**src/verilog/msr_map.svh**
```systemverilog
// Register map, field positions and sizes of the meter status block.
// Assumes inclusion by every design file that decodes registers.
`ifndef MSR_MAP_SVH
`define MSR_MAP_SVH

`define MSR_OFF_STB      8'h00
`define MSR_OFF_SPOLL    8'h04
`define MSR_OFF_SRE      8'h08
`define MSR_OFF_ESR      8'h0c
`define MSR_OFF_ESE      8'h10
`define MSR_OFF_QEV      8'h14
`define MSR_OFF_QEN      8'h18
`define MSR_OFF_INT_ST   8'h1c
`define MSR_OFF_INT_MSK  8'h20
`define MSR_OFF_CMD      8'h24
`define MSR_OFF_OUT      8'h28
`define MSR_OFF_CTRL     8'h2c
`define MSR_OFF_COUNT    8'h30
`define MSR_OFF_ERR      8'h34

`define MSR_STB_QUES     3
`define MSR_STB_MAV      4
`define MSR_STB_ESB      5
`define MSR_STB_RQS      6

`define MSR_CMD_FETCH    0
`define MSR_CMD_AVG      1
`define MSR_CMD_MAX      2
`define MSR_CMD_MIN      3
`define MSR_CMD_ERR      4
`define MSR_CMD_CLEAR    5

`define MSR_INT_QUES     0
`define MSR_INT_MAV      1
`define MSR_INT_ESB      2
`define MSR_INT_FETCH    3

`define MSR_CTRL_MATH    0
`define MSR_MEM_DEPTH    16
`define MSR_RESET_STB    8'h00

`endif

```
**src/verilog/msr_pkg.sv**
```systemverilog
// Types shared by the meter status block modules.
// Assumes msr_map.svh for the numeric layout.
`default_nettype none
package msr_pkg;
    typedef logic [15:0] msr_word_t;
    typedef logic [4:0]  msr_cnt_t;
    typedef logic [3:0]  msr_idx_t;
    typedef enum logic [1:0] {
        FETCH_IDLE,
        FETCH_READ,
        FETCH_LOAD
    } msr_fetch_st_t;
endpackage
`default_nettype wire

```
**src/verilog/msr_stat_if.sv**
```systemverilog
// Carrier between the status core and the reading statistics unit.
// Assumes one clock domain shared by both ends.
`default_nettype none
interface msr_stat_if;
    import msr_pkg::*;
    logic      sample_valid;
    msr_word_t sample;
    logic      clear;
    logic      math_en;
    msr_word_t avg;
    msr_word_t min_val;
    msr_word_t max_val;
    modport core (output sample_valid, sample, clear, math_en,
                  input  avg, min_val, max_val);
    modport calc (input  sample_valid, sample, clear, math_en,
                  output avg, min_val, max_val);
endinterface
`default_nettype wire

```
**src/verilog/msr_top.sv**
```systemverilog
// Meter status reporting: status byte, event registers, output buffer,
// reading memory fetch, statistics and error queries over AHB-Lite.
// Assumes one clock, synchronous inputs and a single AHB-Lite master.
//
// Decided for this implementation: the address map and the AHB-Lite slave port.
`default_nettype none
`include "msr_map.svh"
module msr_top #(
    parameter bit SMALL_VARIANT = 1'b1
) (
    input  wire logic               CLK_SYS,
    input  wire logic               RESET_N,
    input  wire logic               HSEL,
    input  wire logic [31:0]        HADDR,
    input  wire logic [1:0]         HTRANS,
    input  wire logic               HWRITE,
    input  wire logic [2:0]         HSIZE,
    input  wire logic [31:0]        HWDATA,
    input  wire logic               HREADY,
    output var  logic [31:0]        HRDATA,
    output var  logic               HREADYOUT,
    output var  logic               HRESP,
    input  wire logic               READING_VALID,
    input  wire msr_pkg::msr_word_t READING_DATA,
    input  wire logic [7:0]         STD_EVENT_IN,
    input  wire logic [15:0]        QUES_EVENT_IN,
    input  wire logic               SYS_ERR_VALID,
    input  wire msr_pkg::msr_word_t SYS_ERR_CODE,
    output var  logic               IRQ
);
    import msr_pkg::*;

    msr_stat_if st ();

    // Bus phase tracking
    logic          ph_wr_reg, ph_wr_next;
    logic [7:0]    ph_addr_reg, ph_addr_next;
    logic [31:0]   hrdata_reg, hrdata_next;
    logic          addr_take;
    logic          rd_take;
    logic          pop;
    logic [7:0]    wr_sel;

    // Status state
    logic [7:0]    stb_reg, stb_next;
    logic [7:0]    spoll_reg, spoll_next;
    logic [7:0]    sre_reg, sre_next;
    logic [7:0]    esr_reg, esr_next;
    logic [7:0]    ese_reg, ese_next;
    logic [15:0]   qev_reg, qev_next;
    logic [15:0]   qen_reg, qen_next;
    logic [3:0]    int_reg, int_next;
    logic [3:0]    msk_reg, msk_next;
    logic          irq_reg, irq_next;
    logic          ctrl_math_reg, ctrl_math_next;
    logic [7:0]    stb_low;
    logic [3:0]    int_ev;

    // Output buffer, memory, fetch and error state
    msr_word_t     out_reg, out_next;
    logic          out_vld_reg, out_vld_next;
    msr_cnt_t      cnt_reg, cnt_next;
    msr_cnt_t      ptr_reg, ptr_next;
    msr_fetch_st_t fst_reg, fst_next;
    msr_word_t     err_reg, err_next;
    logic          err_vld_reg, err_vld_next;
    logic          fetch_done;
    logic          query_ld;
    msr_word_t     query_val;
    logic          mem_wr;
    msr_word_t     mem_rd;
    logic [5:0]    cmd;

    assign addr_take = HSEL && HTRANS[1] && HREADY;
    assign rd_take   = addr_take && !HWRITE;
    assign pop       = rd_take && (HADDR[7:0] == `MSR_OFF_OUT);
    assign wr_sel    = ph_wr_reg ? ph_addr_reg : 8'hff;
    assign cmd       = (wr_sel == `MSR_OFF_CMD) ? HWDATA[5:0] : 6'h00;
    assign mem_wr    = READING_VALID && (cnt_reg < 5'(`MSR_MEM_DEPTH));

    assign st.sample_valid = mem_wr;
    assign st.sample       = READING_DATA;
    assign st.clear        = cmd[`MSR_CMD_CLEAR];
    assign st.math_en      = ctrl_math_reg;

    msr_mem u_mem (
        .clk     (CLK_SYS),
        .rst_n   (RESET_N),
        .wr_en   (mem_wr),
        .wr_addr (cnt_reg[3:0]),
        .wr_data (READING_DATA),
        .rd_addr (ptr_reg[3:0]),
        .rd_data (mem_rd)
    );

    msr_stats u_stats (
        .clk   (CLK_SYS),
        .rst_n (RESET_N),
        .st    (st.calc)
    );

    // Bus slave: zero wait states, read data registered at address phase
    always_comb begin
        ph_wr_next   = addr_take && HWRITE;
        ph_addr_next = addr_take ? HADDR[7:0] : ph_addr_reg;
        hrdata_next  = hrdata_reg;
        if (rd_take) begin
            case (HADDR[7:0])
                `MSR_OFF_STB:     hrdata_next = {24'h0, stb_reg};
                `MSR_OFF_SPOLL:   hrdata_next = {24'h0, spoll_reg};
                `MSR_OFF_SRE:     hrdata_next = {24'h0, sre_reg};
                `MSR_OFF_ESR:     hrdata_next = {24'h0, esr_reg};
                `MSR_OFF_ESE:     hrdata_next = {24'h0, ese_reg};
                `MSR_OFF_QEV:     hrdata_next = {16'h0, qev_reg};
                `MSR_OFF_QEN:     hrdata_next = {16'h0, qen_reg};
                `MSR_OFF_INT_ST:  hrdata_next = {28'h0, int_reg};
                `MSR_OFF_INT_MSK: hrdata_next = {28'h0, msk_reg};
                `MSR_OFF_OUT:     hrdata_next = {15'h0, out_vld_reg,
                                                 out_reg};
                `MSR_OFF_CTRL:    hrdata_next = {31'h0, ctrl_math_reg};
                `MSR_OFF_COUNT:   hrdata_next = {27'h0, cnt_reg};
                `MSR_OFF_ERR:     hrdata_next = {15'h0, err_vld_reg,
                                                 err_reg};
                default:          hrdata_next = 32'h0;
            endcase
        end
    end

    always_ff @(posedge CLK_SYS or negedge RESET_N) begin
        if (!RESET_N) begin
            ph_wr_reg   <= 1'b0;
            ph_addr_reg <= 8'h00;
            hrdata_reg  <= 32'h0;
        end else begin
            ph_wr_reg   <= ph_wr_next;
            ph_addr_reg <= ph_addr_next;
            hrdata_reg  <= hrdata_next;
        end
    end

    // Event registers, masks, status byte, serial poll and interrupt
    always_comb begin
        sre_next = (wr_sel == `MSR_OFF_SRE) ? HWDATA[7:0] : sre_reg;
        ese_next = (wr_sel == `MSR_OFF_ESE) ? HWDATA[7:0] : ese_reg;
        qen_next = (wr_sel == `MSR_OFF_QEN) ? HWDATA[15:0] : qen_reg;
        msk_next = (wr_sel == `MSR_OFF_INT_MSK) ? HWDATA[3:0] : msk_reg;
        ctrl_math_next = (wr_sel == `MSR_OFF_CTRL) ?
                         HWDATA[`MSR_CTRL_MATH] : ctrl_math_reg;
        // Write one to clear; a new event in the same cycle wins
        esr_next = (esr_reg & ~((wr_sel == `MSR_OFF_ESR) ?
                   HWDATA[7:0] : 8'h00)) | STD_EVENT_IN;
        qev_next = (qev_reg & ~((wr_sel == `MSR_OFF_QEV) ?
                   HWDATA[15:0] : 16'h0000)) | QUES_EVENT_IN;
        stb_low = 8'h00;
        stb_low[`MSR_STB_QUES] = |(qev_reg & qen_reg);
        stb_low[`MSR_STB_MAV]  = out_vld_reg;
        stb_low[`MSR_STB_ESB]  = |(esr_reg & ese_reg);
        stb_next = stb_low;
        stb_next[`MSR_STB_RQS] = |(stb_low & sre_reg);
        // Small variant hides bits not enabled for service request, except RQS
        spoll_next = SMALL_VARIANT ? (stb_next & (sre_reg |
                     (8'h01 << `MSR_STB_RQS))) : stb_next;
        int_ev = 4'h0;
        int_ev[`MSR_INT_QUES]  = stb_next[`MSR_STB_QUES] &
                                 ~stb_reg[`MSR_STB_QUES];
        int_ev[`MSR_INT_MAV]   = stb_next[`MSR_STB_MAV] &
                                 ~stb_reg[`MSR_STB_MAV];
        int_ev[`MSR_INT_ESB]   = stb_next[`MSR_STB_ESB] &
                                 ~stb_reg[`MSR_STB_ESB];
        int_ev[`MSR_INT_FETCH] = fetch_done;
        int_next = (int_reg & ~((wr_sel == `MSR_OFF_INT_ST) ?
                   HWDATA[3:0] : 4'h0)) | int_ev;
        irq_next = |(int_reg & msk_reg);
    end

    always_ff @(posedge CLK_SYS or negedge RESET_N) begin
        if (!RESET_N) begin
            sre_reg       <= 8'h00;
            ese_reg       <= 8'h00;
            qen_reg       <= 16'h0000;
            msk_reg       <= 4'h0;
            ctrl_math_reg <= 1'b0;
            esr_reg       <= 8'h00;
            qev_reg       <= 16'h0000;
            stb_reg       <= `MSR_RESET_STB;
            spoll_reg     <= `MSR_RESET_STB;
            int_reg       <= 4'h0;
            irq_reg       <= 1'b0;
        end else begin
            sre_reg       <= sre_next;
            ese_reg       <= ese_next;
            qen_reg       <= qen_next;
            msk_reg       <= msk_next;
            ctrl_math_reg <= ctrl_math_next;
            esr_reg       <= esr_next;
            qev_reg       <= qev_next;
            stb_reg       <= stb_next;
            spoll_reg     <= spoll_next;
            int_reg       <= int_next;
            irq_reg       <= irq_next;
        end
    end

    // Queries, fetch sequencer, output buffer, error entry
    always_comb begin
        query_ld  = 1'b0;
        query_val = '0;
        if (cmd[`MSR_CMD_ERR]) begin
            query_ld  = 1'b1;
            query_val = err_reg;
        end else if (ctrl_math_reg && cmd[`MSR_CMD_AVG]) begin
            query_ld  = 1'b1;
            query_val = st.avg;
        end else if (ctrl_math_reg && cmd[`MSR_CMD_MAX]) begin
            query_ld  = 1'b1;
            query_val = st.max_val;
        end else if (ctrl_math_reg && cmd[`MSR_CMD_MIN]) begin
            query_ld  = 1'b1;
            query_val = st.min_val;
        end
        fst_next   = fst_reg;
        ptr_next   = ptr_reg;
        fetch_done = 1'b0;
        out_next     = out_reg;
        out_vld_next = out_vld_reg && !pop;
        case (fst_reg)
            FETCH_IDLE: begin
                if (cmd[`MSR_CMD_FETCH] && cnt_reg != '0) begin
                    ptr_next = '0;
                    fst_next = FETCH_READ;
                end
            end
            FETCH_READ: begin
                fst_next = FETCH_LOAD;
            end
            FETCH_LOAD: begin
                if (!out_vld_reg && !query_ld) begin
                    out_next     = mem_rd;
                    out_vld_next = 1'b1;
                    ptr_next     = ptr_reg + 5'h01;
                    if (ptr_reg + 5'h01 >= cnt_reg) begin
                        fst_next   = FETCH_IDLE;
                        fetch_done = 1'b1;
                    end else begin
                        fst_next = FETCH_READ;
                    end
                end
            end
            default: begin
                fst_next = FETCH_IDLE;
            end
        endcase
        if (query_ld) begin
            out_next     = query_val;
            out_vld_next = 1'b1;
        end
        cnt_next = cmd[`MSR_CMD_CLEAR] ? '0 :
                   (mem_wr ? cnt_reg + 5'h01 : cnt_reg);
        // Error query clears the entry unless a new error arrives
        err_vld_next = SYS_ERR_VALID ||
                       (err_vld_reg && !cmd[`MSR_CMD_ERR]);
        err_next = SYS_ERR_VALID ? SYS_ERR_CODE :
                   (cmd[`MSR_CMD_ERR] ? '0 : err_reg);
    end

    always_ff @(posedge CLK_SYS or negedge RESET_N) begin
        if (!RESET_N) begin
            fst_reg     <= FETCH_IDLE;
            ptr_reg     <= '0;
            out_reg     <= '0;
            out_vld_reg <= 1'b0;
            cnt_reg     <= '0;
            err_reg     <= '0;
            err_vld_reg <= 1'b0;
        end else begin
            fst_reg     <= fst_next;
            ptr_reg     <= ptr_next;
            out_reg     <= out_next;
            out_vld_reg <= out_vld_next;
            cnt_reg     <= cnt_next;
            err_reg     <= err_next;
            err_vld_reg <= err_vld_next;
        end
    end

    assign HRDATA    = hrdata_reg;
    assign HREADYOUT = 1'b1;
    assign HRESP     = 1'b0;
    assign IRQ       = irq_reg;
endmodule
`default_nettype wire

```
**src/verilog/msr_mem.sv**
```systemverilog
// Reading memory: one write port, registered read data.
// Assumes the caller keeps addresses inside the depth.
`default_nettype none
`include "msr_map.svh"
module msr_mem (
    input  wire logic               clk,
    input  wire logic               rst_n,
    input  wire logic               wr_en,
    input  wire msr_pkg::msr_idx_t  wr_addr,
    input  wire msr_pkg::msr_word_t wr_data,
    input  wire msr_pkg::msr_idx_t  rd_addr,
    output var  msr_pkg::msr_word_t rd_data
);
    import msr_pkg::*;
    msr_word_t mem [`MSR_MEM_DEPTH];
    msr_word_t rd_data_reg;
    msr_word_t rd_data_next;

    always_comb begin
        rd_data_next = mem[rd_addr];
    end

    always_ff @(posedge clk) begin
        if (wr_en) begin
            mem[wr_addr] <= wr_data;
        end
    end

    always_ff @(posedge clk or negedge rst_n) begin
        if (!rst_n) begin
            rd_data_reg <= '0;
        end else begin
            rd_data_reg <= rd_data_next;
        end
    end

    assign rd_data = rd_data_reg;
endmodule
`default_nettype wire

```
**src/verilog/msr_stats.sv**
```systemverilog
// Running average, minimum and maximum of readings stored while math is enabled.
// Assumes unsigned readings and at most MSR_MEM_DEPTH samples.
`default_nettype none
`include "msr_map.svh"
module msr_stats (
    input  wire logic clk,
    input  wire logic rst_n,
    msr_stat_if.calc  st
);
    import msr_pkg::*;
    logic [19:0] sum_reg, sum_next;
    msr_cnt_t    cnt_reg, cnt_next;
    msr_word_t   min_reg, min_next;
    msr_word_t   max_reg, max_next;
    msr_word_t   avg_reg, avg_next;

    always_comb begin
        sum_next = sum_reg;
        cnt_next = cnt_reg;
        min_next = min_reg;
        max_next = max_reg;
        avg_next = (cnt_reg == '0) ? '0 :
                   16'(sum_reg / {15'h0000, cnt_reg});
        if (st.clear) begin
            sum_next = '0;
            cnt_next = '0;
            min_next = 16'hffff;
            max_next = '0;
        end else if (st.sample_valid && st.math_en) begin
            sum_next = sum_reg + {4'h0, st.sample};
            cnt_next = cnt_reg + 5'h01;
            if (st.sample < min_reg) begin
                min_next = st.sample;
            end
            if (st.sample > max_reg) begin
                max_next = st.sample;
            end
        end
    end

    always_ff @(posedge clk or negedge rst_n) begin
        if (!rst_n) begin
            sum_reg <= '0;
            cnt_reg <= '0;
            min_reg <= 16'hffff;
            max_reg <= '0;
            avg_reg <= '0;
        end else begin
            sum_reg <= sum_next;
            cnt_reg <= cnt_next;
            min_reg <= min_next;
            max_reg <= max_next;
            avg_reg <= avg_next;
        end
    end

    assign st.avg     = avg_reg;
    assign st.min_val = (cnt_reg == '0) ? '0 : min_reg;
    assign st.max_val = max_reg;
endmodule
`default_nettype wire

```
**config.mk**
```make
export PLATFORM = sky130hd
export DESIGN_NAME = msr_top
export DESIGN_NICKNAME = d
export VERILOG_FILES = /design/src/verilog/msr_pkg.sv /design/src/verilog/msr_stat_if.sv /design/src/verilog/msr_top.sv /design/src/verilog/msr_mem.sv /design/src/verilog/msr_stats.sv
export VERILOG_INCLUDE_DIRS = /design/src /design/src/verilog
export SDC_FILE = /design/constraint.sdc
export NUM_CORES = 1
export LEC_CHECK = 0
export ABC_AREA = 1
export BUFFER_PORTS_ARGS = -buffer_cell sky130_fd_sc_hd__buf_2
export CAP_MARGIN = 20
export CORE_ASPECT_RATIO = 0.5
export CORE_MARGIN = 3
export CORE_UTILIZATION = 40
export CTS_CLUSTER_SIZE = 14
export DETAILED_ROUTE_END_ITERATION = 16
export GPL_ROUTABILITY_DRIVEN = 0
export MAX_ROUTING_LAYER = met4
export PLACE_DENSITY = 0.65
export SLEW_MARGIN = 5
export SYNTH_ARGS = -nofsm -noshare
export SYNTH_HDL_FRONTEND = slang
export SYNTH_SLANG_ARGS = --single-unit
```
**constraint.sdc**
```tcl
create_clock -name CLK_SYS -period 59.9 [get_ports CLK_SYS]
set_clock_uncertainty 0.2 [all_clocks]
set_input_delay 11.98 -clock CLK_SYS [delete_from_list [all_inputs] [get_ports CLK_SYS]]
set_output_delay 11.98 -clock CLK_SYS [all_outputs]
set_load 0.01 [all_outputs]
```
-- After elaboration in Yosys (flattened, before gate mapping)
Memories as Yosys holds them, arrays and structs flattened. A register that Yosys moved wholly into a read port is not among the register bits.
Index checks and enable logic that the tools add are counted.
Widths: inputs -> output; s select.
- register bits: 238
- bits in latches: 0
- RAM bits: 256
- memory bits (read-only): 0
- word-level logic and storage cells: 171
- memories kept: 1
- add/subtract/negate cells: 4
- multipliers: 0
- divide/modulo/power cells: 1
- $lt $le $gt $ge: 4
- equality and inequality tests: 25
- shift operators: 0
- multiplexer cells: 48
- bitwise operators: 20
- reduce and logical (&&, ||, !) cells: 42
- memory list (name ; depth ; width ; rd ports ; clocked after Yosys merged registers in ; wr ports ; RTL line ; text):
    u_mem.mem ; 16 ; 16 ; 1 ; 1 ; 1 ; msr_mem.sv:15 ; msr_word_t mem [`MSR_MEM_DEPTH];
- operators with widths (kind ; number):
    $mux 16 ; 18
    $pmux 17 s13 ; 1
    $eq 8x5->1 const B ; 8
    $eq 8x6->1 const B ; 8
    $mux 20 ; 2
    $and 16x16->16 ; 2
    $eq 8x4->1 const B ; 4
    $mux 5 ; 6
    $add 20x16->20 ; 1
    $div 20x5->20 ; 1
    $and 8x8->8 ; 2
    $gt 16x16->1 ; 1
    $lt 16x16->1 ; 1
    $mux 8 ; 2
    $not 16->16 ; 1
    $or 16x16->16 ; 1
    $reduce_bool 2->1 ; 8
    $reduce_or 16->1 ; 1
    $reduce_or 8->1 ; 2
    $add 5x1->5 const B ; 3
    $logic_and 1x1->1 ; 14
    $mux 1 ; 13
    $pmux 5 s2 ; 1
    $and 4x4->4 ; 2
    27 further kinds ; 41

-- Depth between registers and ports, before layout
Gate-level depths: netlist of the first run.
- depth in word-level cells: 13
- mapped depth: 257

-- Hierarchy
From an unflattened synthesis of the first run, not the netlist that was laid out.
- cell total of the unflattened synthesis: 4111
- area total of the unflattened synthesis: 31680.4 um^2
- modules (own cells, without submodules) (module ; instances ; cells an instance ; area an instance (um^2)):
    msr_stats ; 1 ; 1916 ; 12281.8
    msr_mem ; 1 ; 1074 ; 11468.5
    msr_top ; 1 ; 1121 ; 7930.1

-- Worst setup path before layout of the first run
No wires, ideal clock.
- kind: reg2reg
- start point: register u_stats.cnt_reg[0]
- end point: register u_stats.avg_reg[0] (netlist: u_stats.st.avg[0])
- data arrival time: 31.536 ns
- data required time: 59.578 ns
- setup slack: 28.042 ns
- stages on the path, launching flop included: 254
- path buffers: 8
- period minus slack after synthesis: 31.858 ns
- path through: dfrtp_1 > inv_1 > ha_1 > nor2_1 > nor2_1 > nand2_1 > nand2_1 > nand2_1 > inv_1 > ha_1 > o21ai_1 > nand2_1 > nand2_1 > nand2_1 > nand2_1 > ha_1 > nand2_1 > nand3_1 > [... 218 more ...] > nand3_2 > nor2_4 > nand3_4 > buf_6 > inv_2 > nand2_1 > o21ai_0 > ha_1 > a21boi_0 > o21a_1 > o21a_1 > o21a_1 > nand3_1 > nand2_1 > nor2_1 > nand3_1 > nor2_1 > nor2_1
- cells in the longest elaborated chain, start to end: 2
- elaborated cells on any way between the ends: 3
- classes of those cells: div: 1; mux: 1; reduce/logical: 1
- RTL lines (item ; RTL line ; text):
    start: declaration ; msr_stats.sv:12 ; msr_cnt_t cnt_reg, cnt_next;
    start signal: assignment ; msr_stats.sv:50 ; cnt_reg <= cnt_next;
    $div 20x5->20 or $logic_not 5->1 (tied branches) ; msr_stats.sv:23, msr_stats.sv:22 ;
    $mux 16 * ; msr_stats.sv:22 ; avg_next = (cnt_reg == '0) ? '0 :
    named net u_stats.avg_next[0] ; msr_stats.sv:15 ; msr_word_t avg_reg, avg_next;
    end signal: assignment ; msr_stats.sv:53 ; avg_reg <= avg_next;
    end: declaration ; msr_stats.sv:15 ;
Mark *: on every way through the listed nets, which the timed path passes. The rest lies on a longest branch.
A chain may end at the register's enable or synchronous reset.

-- Final worst setup path of the first run
Same ends and word-level chain as after synthesis.

==> summary.md, run 1 <==
| Metric | Value |
|---|---|
| Placed Cells | `4541` |
| Non-Filler Instances | `4633` |
| Port buffer count | `105` |
| Vias per cell | `5.32` |
| Dpl ws | `22180 ps` |
| Hold Path Class | `register to register` |
| Hold buffers post-CTS | `0` |
| Aggregate global routing overflow | `0` |
| Share of layout cells above drive strength 1 | `0.106` |
| Syn Area/Cell | `8.45 sq um` |
| Reg area | `0.0136 sq mm` |
| Number of flops mapped to enable cells by yosys | `256` |
| Largest family of logic cells by synthesized area | `simple AND/OR/NAND/NOR gates` |
| HPWL Detailed | `55.2 mm` |
| Ys flop type | `edfxtp_1` |
| Largest register FFs | `256` |
| Peak Freq | `26.3 MHz` |
| Hold Vio Cnt, Final | `0` |
| Fillers | `7068` |
| Largest net degree at the start of global routing | `86` |
| CTS root buffer | `clkbuf_16` |
| Worst-Skew Late Latency | `620 ps` |
| CTS tree | `yes` |
| Most instantiated cells after synthesis | `nand2_1, inv_1, o21ai_0` |
| Ant diodes | `0` |
| RSZ-0062 raised after global routing | `false` |
| Cells after synthesis | `3541` |
| Mux cell area share after synthesis | `0.0239` |
| Die Wd | `393 um` |
| Post-CTS Setup Bufs | `0` |
| Final setup viols | `0` |
| Total vias in the final route | `24600` |
| Total GRT Usage | `0.203` |
| Die footprint | `0.0783 sq mm` |
| Clock-pin transition on the worst setup and hold timing paths | `60 ps` |
| Nets@finish | `3903` |
| Initial DRT Pass Iterations | `5` |
| Critical setup path kind | `register to register` |
| Synth cell types | `69` |
| # rows | `70` |
| Total clock sinks | `490` |
| Post-CTS resize count | `0` |
| Fin crit share | `0.634` |
| Synth top area share | `0.257` |
| Drt wl/cell | `16.8 um` |
| Critical-path top delay cell | `nor2_1` |
| Sequential area share after synthesis | `0.453` |
| Most frequent cell after synthesis | `nand2_1` |
| Setup tns final | `0 ps` |
| Post-Synth Adder-Cell Area | `0.0634` |
| Initial Utilization | `0.407` |
| Minimum clock period | `37960 ps` |
| Status | `finished, final reports clean` |
| DRC violation count after routing | `0` |
| CP Capture Type | `register` |
| Crit-path most repeated cell | `nand2_1` |
| Initial antenna violation count | `2` |
| Ys Warns | `0` |
| Core Box Area | `0.0736 sq mm` |
| Synth async-reset ratio | `0.478` |
| First-pass GRT wire length | `125 mm` |
| CTS buffer count | `49` |
| Critical Path Source Type | `register` |
| Worst Path Arrival | `38220 ps` |
| Final Max Tran Viols | `0` |
| DR iter-0 viols | `2006` |
| Cells taking the most area after synthesis | `edfxtp_1, dfrtp_1, nand2_1, ha_1, inv_1` |
| Worst-margin pin slew | `1060 ps` |
| Cell accounting for the most synthesized area | `edfxtp_1` |
| Mapped Area | `0.0299 sq mm` |
| Max incr delay on CP | `580 ps` |
| Relative slew slack | `0.289` |
| Synth Register Bits | `490` |
| Area growth, synth to finish | `10.3%` |
| Number of I/O pins | `167` |
| Area of the multi-input gates | `0.0138 sq mm` |
| XOR/XNOR share of the synthesized area | `0.0190` |
| Maxcap violations | `0` |
| CTS H-tree lvls | `2` |
| Antenna-violating nets left | `0` |
| Simple-Gate Fraction of Synth Area | `0.204` |
| Setup WS post-layout | `21940 ps` |
| Die height | `199 um` |
| Vias in the first global route | `23500` |
| Max Buffers Root-to-Sink | `3` |
| Routed WL | `78.1 mm` |
| Worst Path Required | `60160 ps` |
| Compound-Gate Fraction of Synth Area | `0.149` |
| Worst-path maximum fanout | `20` |
## through the flow
stage | hold WS [ps] | instance area, sq um | utilization
final | 275 | 33000 | 0.449
after global routing | 282 | 33000 | 0.449
after CTS | 276 | 33000 | 0.449
after detailed placement | 264 | 31400 | 0.427
after global placement | 258 | 31400 | 0.427
after floorplan | 222 | 30000 | -
## final cells by class
type / count / area share
multi-input combinational: 2408 / 0.419
sequential: 490 / 0.411
inverter: 530 / 0.0604
clock buffer: 63 / 0.0403
tap: 972 / 0.0369
timing repair buffer: 141 / 0.0244
clock inverter: 29 / 0.00804
## placed cells by master (no fill, tap or decap), types with 11 or more instances in the layout
cell type  instances
edfxtp_1         256
nand4_1           47
nor2_4            16
nor2_2            12
o31ai_1           15
dfstp_2           16
a21oi_1          169
inv_2             29
nand2_1          710
clkinv_1          18
o22ai_1           54
a221oi_1          20
ha_1             150
inv_1            492
xnor2_1           26
clkinv_2          11
o211ai_1          80
conb_1            17
o21ai_0          311
buf_2            104
buf_4             36
clkbuf_16         49
mux2i_1           67
nand2_2           35
xor2_1            39
nor2_1           237
o21bai_1          22
nor3_1            22
o2111ai_1         11
o21ai_1           22
nand3_1          190
dfrtp_1          215
nand3_2           23
## final timing paths
check	depth (start not counted)	from	to	slack, ps
max	244	u_stats.cnt_reg[0]	u_stats.st.avg[0]	21940
min	1	HRDATA[7]	HRDATA[7]	280
max reg2reg	244	u_stats.cnt_reg[0]	u_stats.st.avg[0]	21940
min reg2reg	1	HRDATA[7]	HRDATA[7]	280
max in group asynchronous	2	RESET_N	ptr_reg[0]	46830
min in group asynchronous	1	RESET_N	qen_reg[10]	11160
## layer usage
layer / wire length (um) / track usage
met5: 0 / -
met1: 35500 / 0.267
met2: 36900 / 0.335
met3: 3740 / 0.0197
met4: 1940 / 0.0579
## kinds of logic after synthesis
| group | Yosys count |
|---|---|
| and+or+nand+nor | 1344 |
| muxes | 71 |
| adders and majority gates | 151 |
| xor gates and xnor gates | 65 |
| DFF | 490 |
| other | 2 |
| AOI/OAI and AO/OA | 760 |
| buffers and inverters | 658 |
## worst max-delay path: cells and delay by family (launching register included)
family	cells	cell delay [ps]
adder cells (fa/ha/maj)	20	6260
AND/OR/NAND/NOR	119	15020
flip-flops	1	490
AO/OA/AOI/OAI	60	11360
buffers and inverters	45	4450
Power of run 1 is not shown: default switching activity piles up to over one toggle a cycle in this logic, so the estimate is an artifact.
==> inputs of run 2 (changes only) <==
==> constraint.sdc (replaced) <==
create_clock -name CLK_SYS -period 39.3 [get_ports CLK_SYS]
set_clock_uncertainty 0.2 [all_clocks]
set_input_delay 7.86 -clock CLK_SYS [delete_from_list [all_inputs] [get_ports CLK_SYS]]
set_output_delay 7.86 -clock CLK_SYS [all_outputs]
set_load 0.01 [all_outputs]
==> summary.md, run 2 (same netlist as run 1, synthesis figures left out) <==
| Metric | Value |
|---|---|
| Critical setup path kind | `register to register` |
| Area growth, synth to finish | `10.9%` |
| Crit-path most repeated cell | `nand2_1` |
| Core Box Area | `0.0736 sq mm` |
| Fillers | `7132` |
| Cell family with most CP delay | `simple AND/OR/NAND/NOR gates` |
| Maxcap violations | `0` |
| Hold buffers post-CTS | `0` |
| Max Buffers Root-to-Sink | `3` |
| Total vias in the final route | `24600` |
| Hold Vio Cnt, Final | `0` |
| Commonest non-fill, non-tap cell in the layout | `nand2_1` |
| DR iter-0 viols | `2135` |
| Initial Utilization | `0.407` |
| Clock-pin transition on the worst setup and hold timing paths | `60 ps` |
| Die Wd | `393 um` |
| # rows | `70` |
| Drt wl/cell | `16.8 um` |
| Vias in the first global route | `23400` |
| Initial antenna violation count | `2` |
| Number of I/O pins | `167` |
| Total clock sinks | `490` |
| Worst-Skew Late Latency | `590 ps` |
| Worst-margin pin slew | `1010 ps` |
| Final Max Tran Viols | `0` |
| CP Capture Type | `register` |
| Total GRT Usage | `0.203` |
| Initial DRT Pass Iterations | `8` |
| Fin crit share | `0.892` |
| WP buf/inv | `45` |
| CTS buffer count | `49` |
| Minimum clock period | `35050 ps` |
| Critical-path top delay cell | `dfrtp_2` |
| Die height | `199 um` |
| Commonest non-fill, non-tap cells in the layout | `nand2_1, inv_1, o21ai_0, edfxtp_1, nor2_1` |
| Max incr delay on CP | `470 ps` |
| Critical Path Source Type | `register` |
| Final setup viols | `0` |
| CTS root buffer | `clkbuf_16` |
| Worst Path Required | `39560 ps` |
| Antenna-violating nets left | `0` |
| Peak Freq | `28.5 MHz` |
| Final core utilization | `0.451` |
| Die footprint | `0.0783 sq mm` |
| Vias per cell | `5.27` |
| Worst Path Arrival | `35310 ps` |
| HPWL Detailed | `54.9 mm` |
| CTS H-tree lvls | `2` |
| DRC violation count after routing | `0` |
| Worst-path maximum fanout | `20` |
| First-pass GRT wire length | `124 mm` |
| CTS tree | `yes` |
| Port buffer count | `105` |
| Relative slew slack | `0.326` |
| Routed WL | `78.2 mm` |
| Ant diodes | `0` |
| Largest net degree at the start of global routing | `97` |
| Share of layout cells above drive strength 1 | `0.115` |
| Hold Path Class | `register to register` |
| Status | `finished, final reports clean` |
| Nets@finish | `3927` |
| Aggregate global routing overflow | `0` |
| Largest register FFs | `256` |
run 2: through the flow:
stage                     area (sq um)  worst slack, ps  setup TNS (ps)  std cells  hold slack (ps)
after floorplan                  30000             7440               0       3556              222
after global placement           31400             2640               0       4541              256
after detailed placement         31400             1700               0       4541              264
after CTS                        32900             1570               0       4633              282
after global routing             33200            -79.4           -79.4       4657              298
final                            33200             4250               0       4657              276
run 2: area by class of cell:
| cell class | count | area, sq um | share of cell area |
|---|---|---|---|
| flip-flops and latches | 490 | 13600 | 0.409 |
| clock buffers | 65 | 1310 | 0.0393 |
| multi-input cells | 2408 | 13900 | 0.419 |
| repair buffers | 165 | 1010 | 0.0304 |
| inverters | 530 | 2000 | 0.0602 |
| well taps | 972 | 1220 | 0.0366 |
| clock inverters | 27 | 190 | 0.00573 |
run 2: timing repair:
| item | CTS | global route |
|---|---|---|
| setup buffers | 0 | 23 |
| endpoints found under the setup margin | 0 | 2 |
| gates resized for setup | 0 | 24 |
run 2: path summary, 6_finish.rpt:
path	from	to	slack [ps]	depth (start not counted)
setup / recovery	u_stats.cnt_reg[0]	u_stats.st.avg[0]	4250	247
hold / removal	HRDATA[6]	HRDATA[6]	280	1
setup reg to reg	u_stats.cnt_reg[0]	u_stats.st.avg[0]	4250	247
hold reg to reg	HRDATA[6]	HRDATA[6]	280	1
max in group asynchronous	RESET_N	u_stats.cnt_reg[0]	30210	2
min in group asynchronous	RESET_N	qev_reg[11]	7090	1
run 2: per-layer routing:
layer	track usage	part of all wire
met3	0.0224	0.049
met5	-	0
met4	0.0617	0.027
met2	0.334	0.47
met1	0.265	0.45
Power of run 2 is left out for the same reason.
==> inputs of run 3 (changes only) <==
--- a/config.mk
+++ b/config.mk
@@ -17,6 +17,7 @@
 export GPL_ROUTABILITY_DRIVEN = 0
 export MAX_ROUTING_LAYER = met4
 export PLACE_DENSITY = 0.65
+export RECOVER_POWER = 50
 export SLEW_MARGIN = 5
 export SYNTH_ARGS = -nofsm -noshare
 export SYNTH_HDL_FRONTEND = slang
==> summary.md, run 3 (same netlist as run 1, synthesis figures left out) <==
| Metric | Value |
|---|---|
| Status | `finished with violations` |
| Violated checks | `max-capacitance violations, max-slew violations` |
| Post-DP Area | `0.0314 sq mm` |
| Clock-pin transition on the worst setup and hold timing paths | `60 ps` |
| Largest register FFs | `256` |
| Maxcap violations | `2` |
| Die Wd | `393 um` |
| Post-Layout Inst Area | `0.0332 sq mm` |
| Aggregate global routing overflow | `0` |
| Total vias in the final route | `24600` |
| CTS root buffer | `clkbuf_16` |
| Hold Path Class | `register to register` |
| Max incr delay on CP | `470 ps` |
| Share of layout cells above drive strength 1 | `0.114` |
| Hold Vio Cnt, Final | `0` |
| Critical-path top delay cell | `dfrtp_2` |
| Final setup viols | `0` |
| HPWL Detailed | `54.9 mm` |
| Initial antenna violation count | `2` |
| Peak Freq | `28.5 MHz` |
| First-pass GRT wire length | `124 mm` |
| Relative slew slack | `-1.79` |
| Worst-Skew Late Latency | `590 ps` |
| CTS tree | `yes` |
| Vias in the first global route | `23400` |
| Fin crit share | `0.891` |
| DR iter-0 viols | `2136` |
| CTS buffer count | `49` |
| CP Capture Type | `register` |
| Reg area | `0.0136 sq mm` |
| # rows | `70` |
| Antenna-violating nets left | `0` |
| Worst Path Required | `39560 ps` |
| Placed Cells | `4541` |
| Max Buffers Root-to-Sink | `3` |
| Largest net degree at the start of global routing | `97` |
| Worst Path Arrival | `35300 ps` |
| Final Max Tran Viols | `174` |
| Hold buffers post-CTS | `0` |
| Ant diodes | `0` |
| Routed WL | `78.2 mm` |
| Crit-path most repeated cell | `nand2_1` |
| Minimum clock period | `35040 ps` |
| Core Box Area | `0.0736 sq mm` |
| Commonest non-fill, non-tap cell in the layout | `nand2_1` |
| Initial Utilization | `0.407` |
| Initial DRT Pass Iterations | `8` |
| Worst-margin pin slew | `4180 ps` |
| Total GRT Usage | `0.203` |
| CTS H-tree lvls | `2` |
| Commonest non-fill, non-tap cells in the layout | `nand2_1, inv_1, o21ai_0, edfxtp_1, nor2_1` |
| Non-Filler Instances | `4657` |
| Vias per cell | `5.28` |
| Critical Path Source Type | `register` |
| Die footprint | `0.0783 sq mm` |
| DRC violation count after routing | `0` |
| Fillers | `7134` |
| Area growth, synth to finish | `10.9%` |
| Number of I/O pins | `167` |
| Setup tns final | `0 ps` |
| Dpl ws | `1700 ps` |
| Worst-path maximum fanout | `20` |
| Critical setup path kind | `register to register` |
| Drt wl/cell | `16.8 um` |
| Die height | `199 um` |
| Setup WS post-layout | `4260 ps` |
| Port buffer count | `105` |
| Area of the multi-input gates | `0.0139 sq mm` |
| Nets@finish | `3927` |
| Total clock sinks | `490` |
run 3: repair_timing:
action | 4_1_cts | 5_1_grt
gates resized for setup | 0 | 24
setup buffers | 0 | 23
endpoints found under the setup margin | 0 | 2
run 3: per-layer routing:
layer / GRT usage / up-vias / share of wire
met2: 0.334 / 600 / 0.47
met1: 0.265 / 11700 / 0.45
li1: - / 12200 / -
met4: 0.0617 / 0 / 0.027
met5: - / - / 0
met3: 0.0224 / 120 / 0.048
run 3: worst paths after layout:
path	start	to	slack [ps]	cells after the start
worst max-delay path	u_stats.cnt_reg[0]	u_stats.st.avg[0]	4260	247
worst min-delay path	HRDATA[6]	HRDATA[6]	280	1
worst max register to register	u_stats.cnt_reg[0]	u_stats.st.avg[0]	4260	247
worst min register to register	HRDATA[6]	HRDATA[6]	280	1
max in group asynchronous	RESET_N	u_stats.cnt_reg[0]	30210	2
min in group asynchronous	RESET_N	qev_reg[11]	7090	1
run 3: stage by stage:
stage | hold slack, ps | utilization
3_3_place_gp | 256 | 0.427
4_1_cts | 282 | 0.447
2_1_floorplan | 222 | -
5_1_grt | 298 | 0.451
6_report | 276 | 0.451
3_5_place_dp | 264 | 0.427
run 3: layout make-up:
| class | count | share of cell area |
|---|---|---|
| clock buffers | 65 | 0.0394 |
| well taps | 972 | 0.0366 |
| flip-flops and latches | 490 | 0.409 |
| inverters | 530 | 0.0602 |
| repair buffers | 165 | 0.0302 |
| clock inverters | 27 | 0.00573 |
| multi-input cells | 2408 | 0.419 |
run 3: critical path: cells and delay by family (launching register included):
kind / cells / cell delay (ps)
adder cells (fa/ha/maj): 20 / 6100
flip-flops: 1 / 470
buffers and inverters: 45 / 4180
AND/OR/NAND/NOR: 122 / 13820
AO/OA/AOI/OAI: 60 / 10020
Power of run 3 is left out for the same reason.
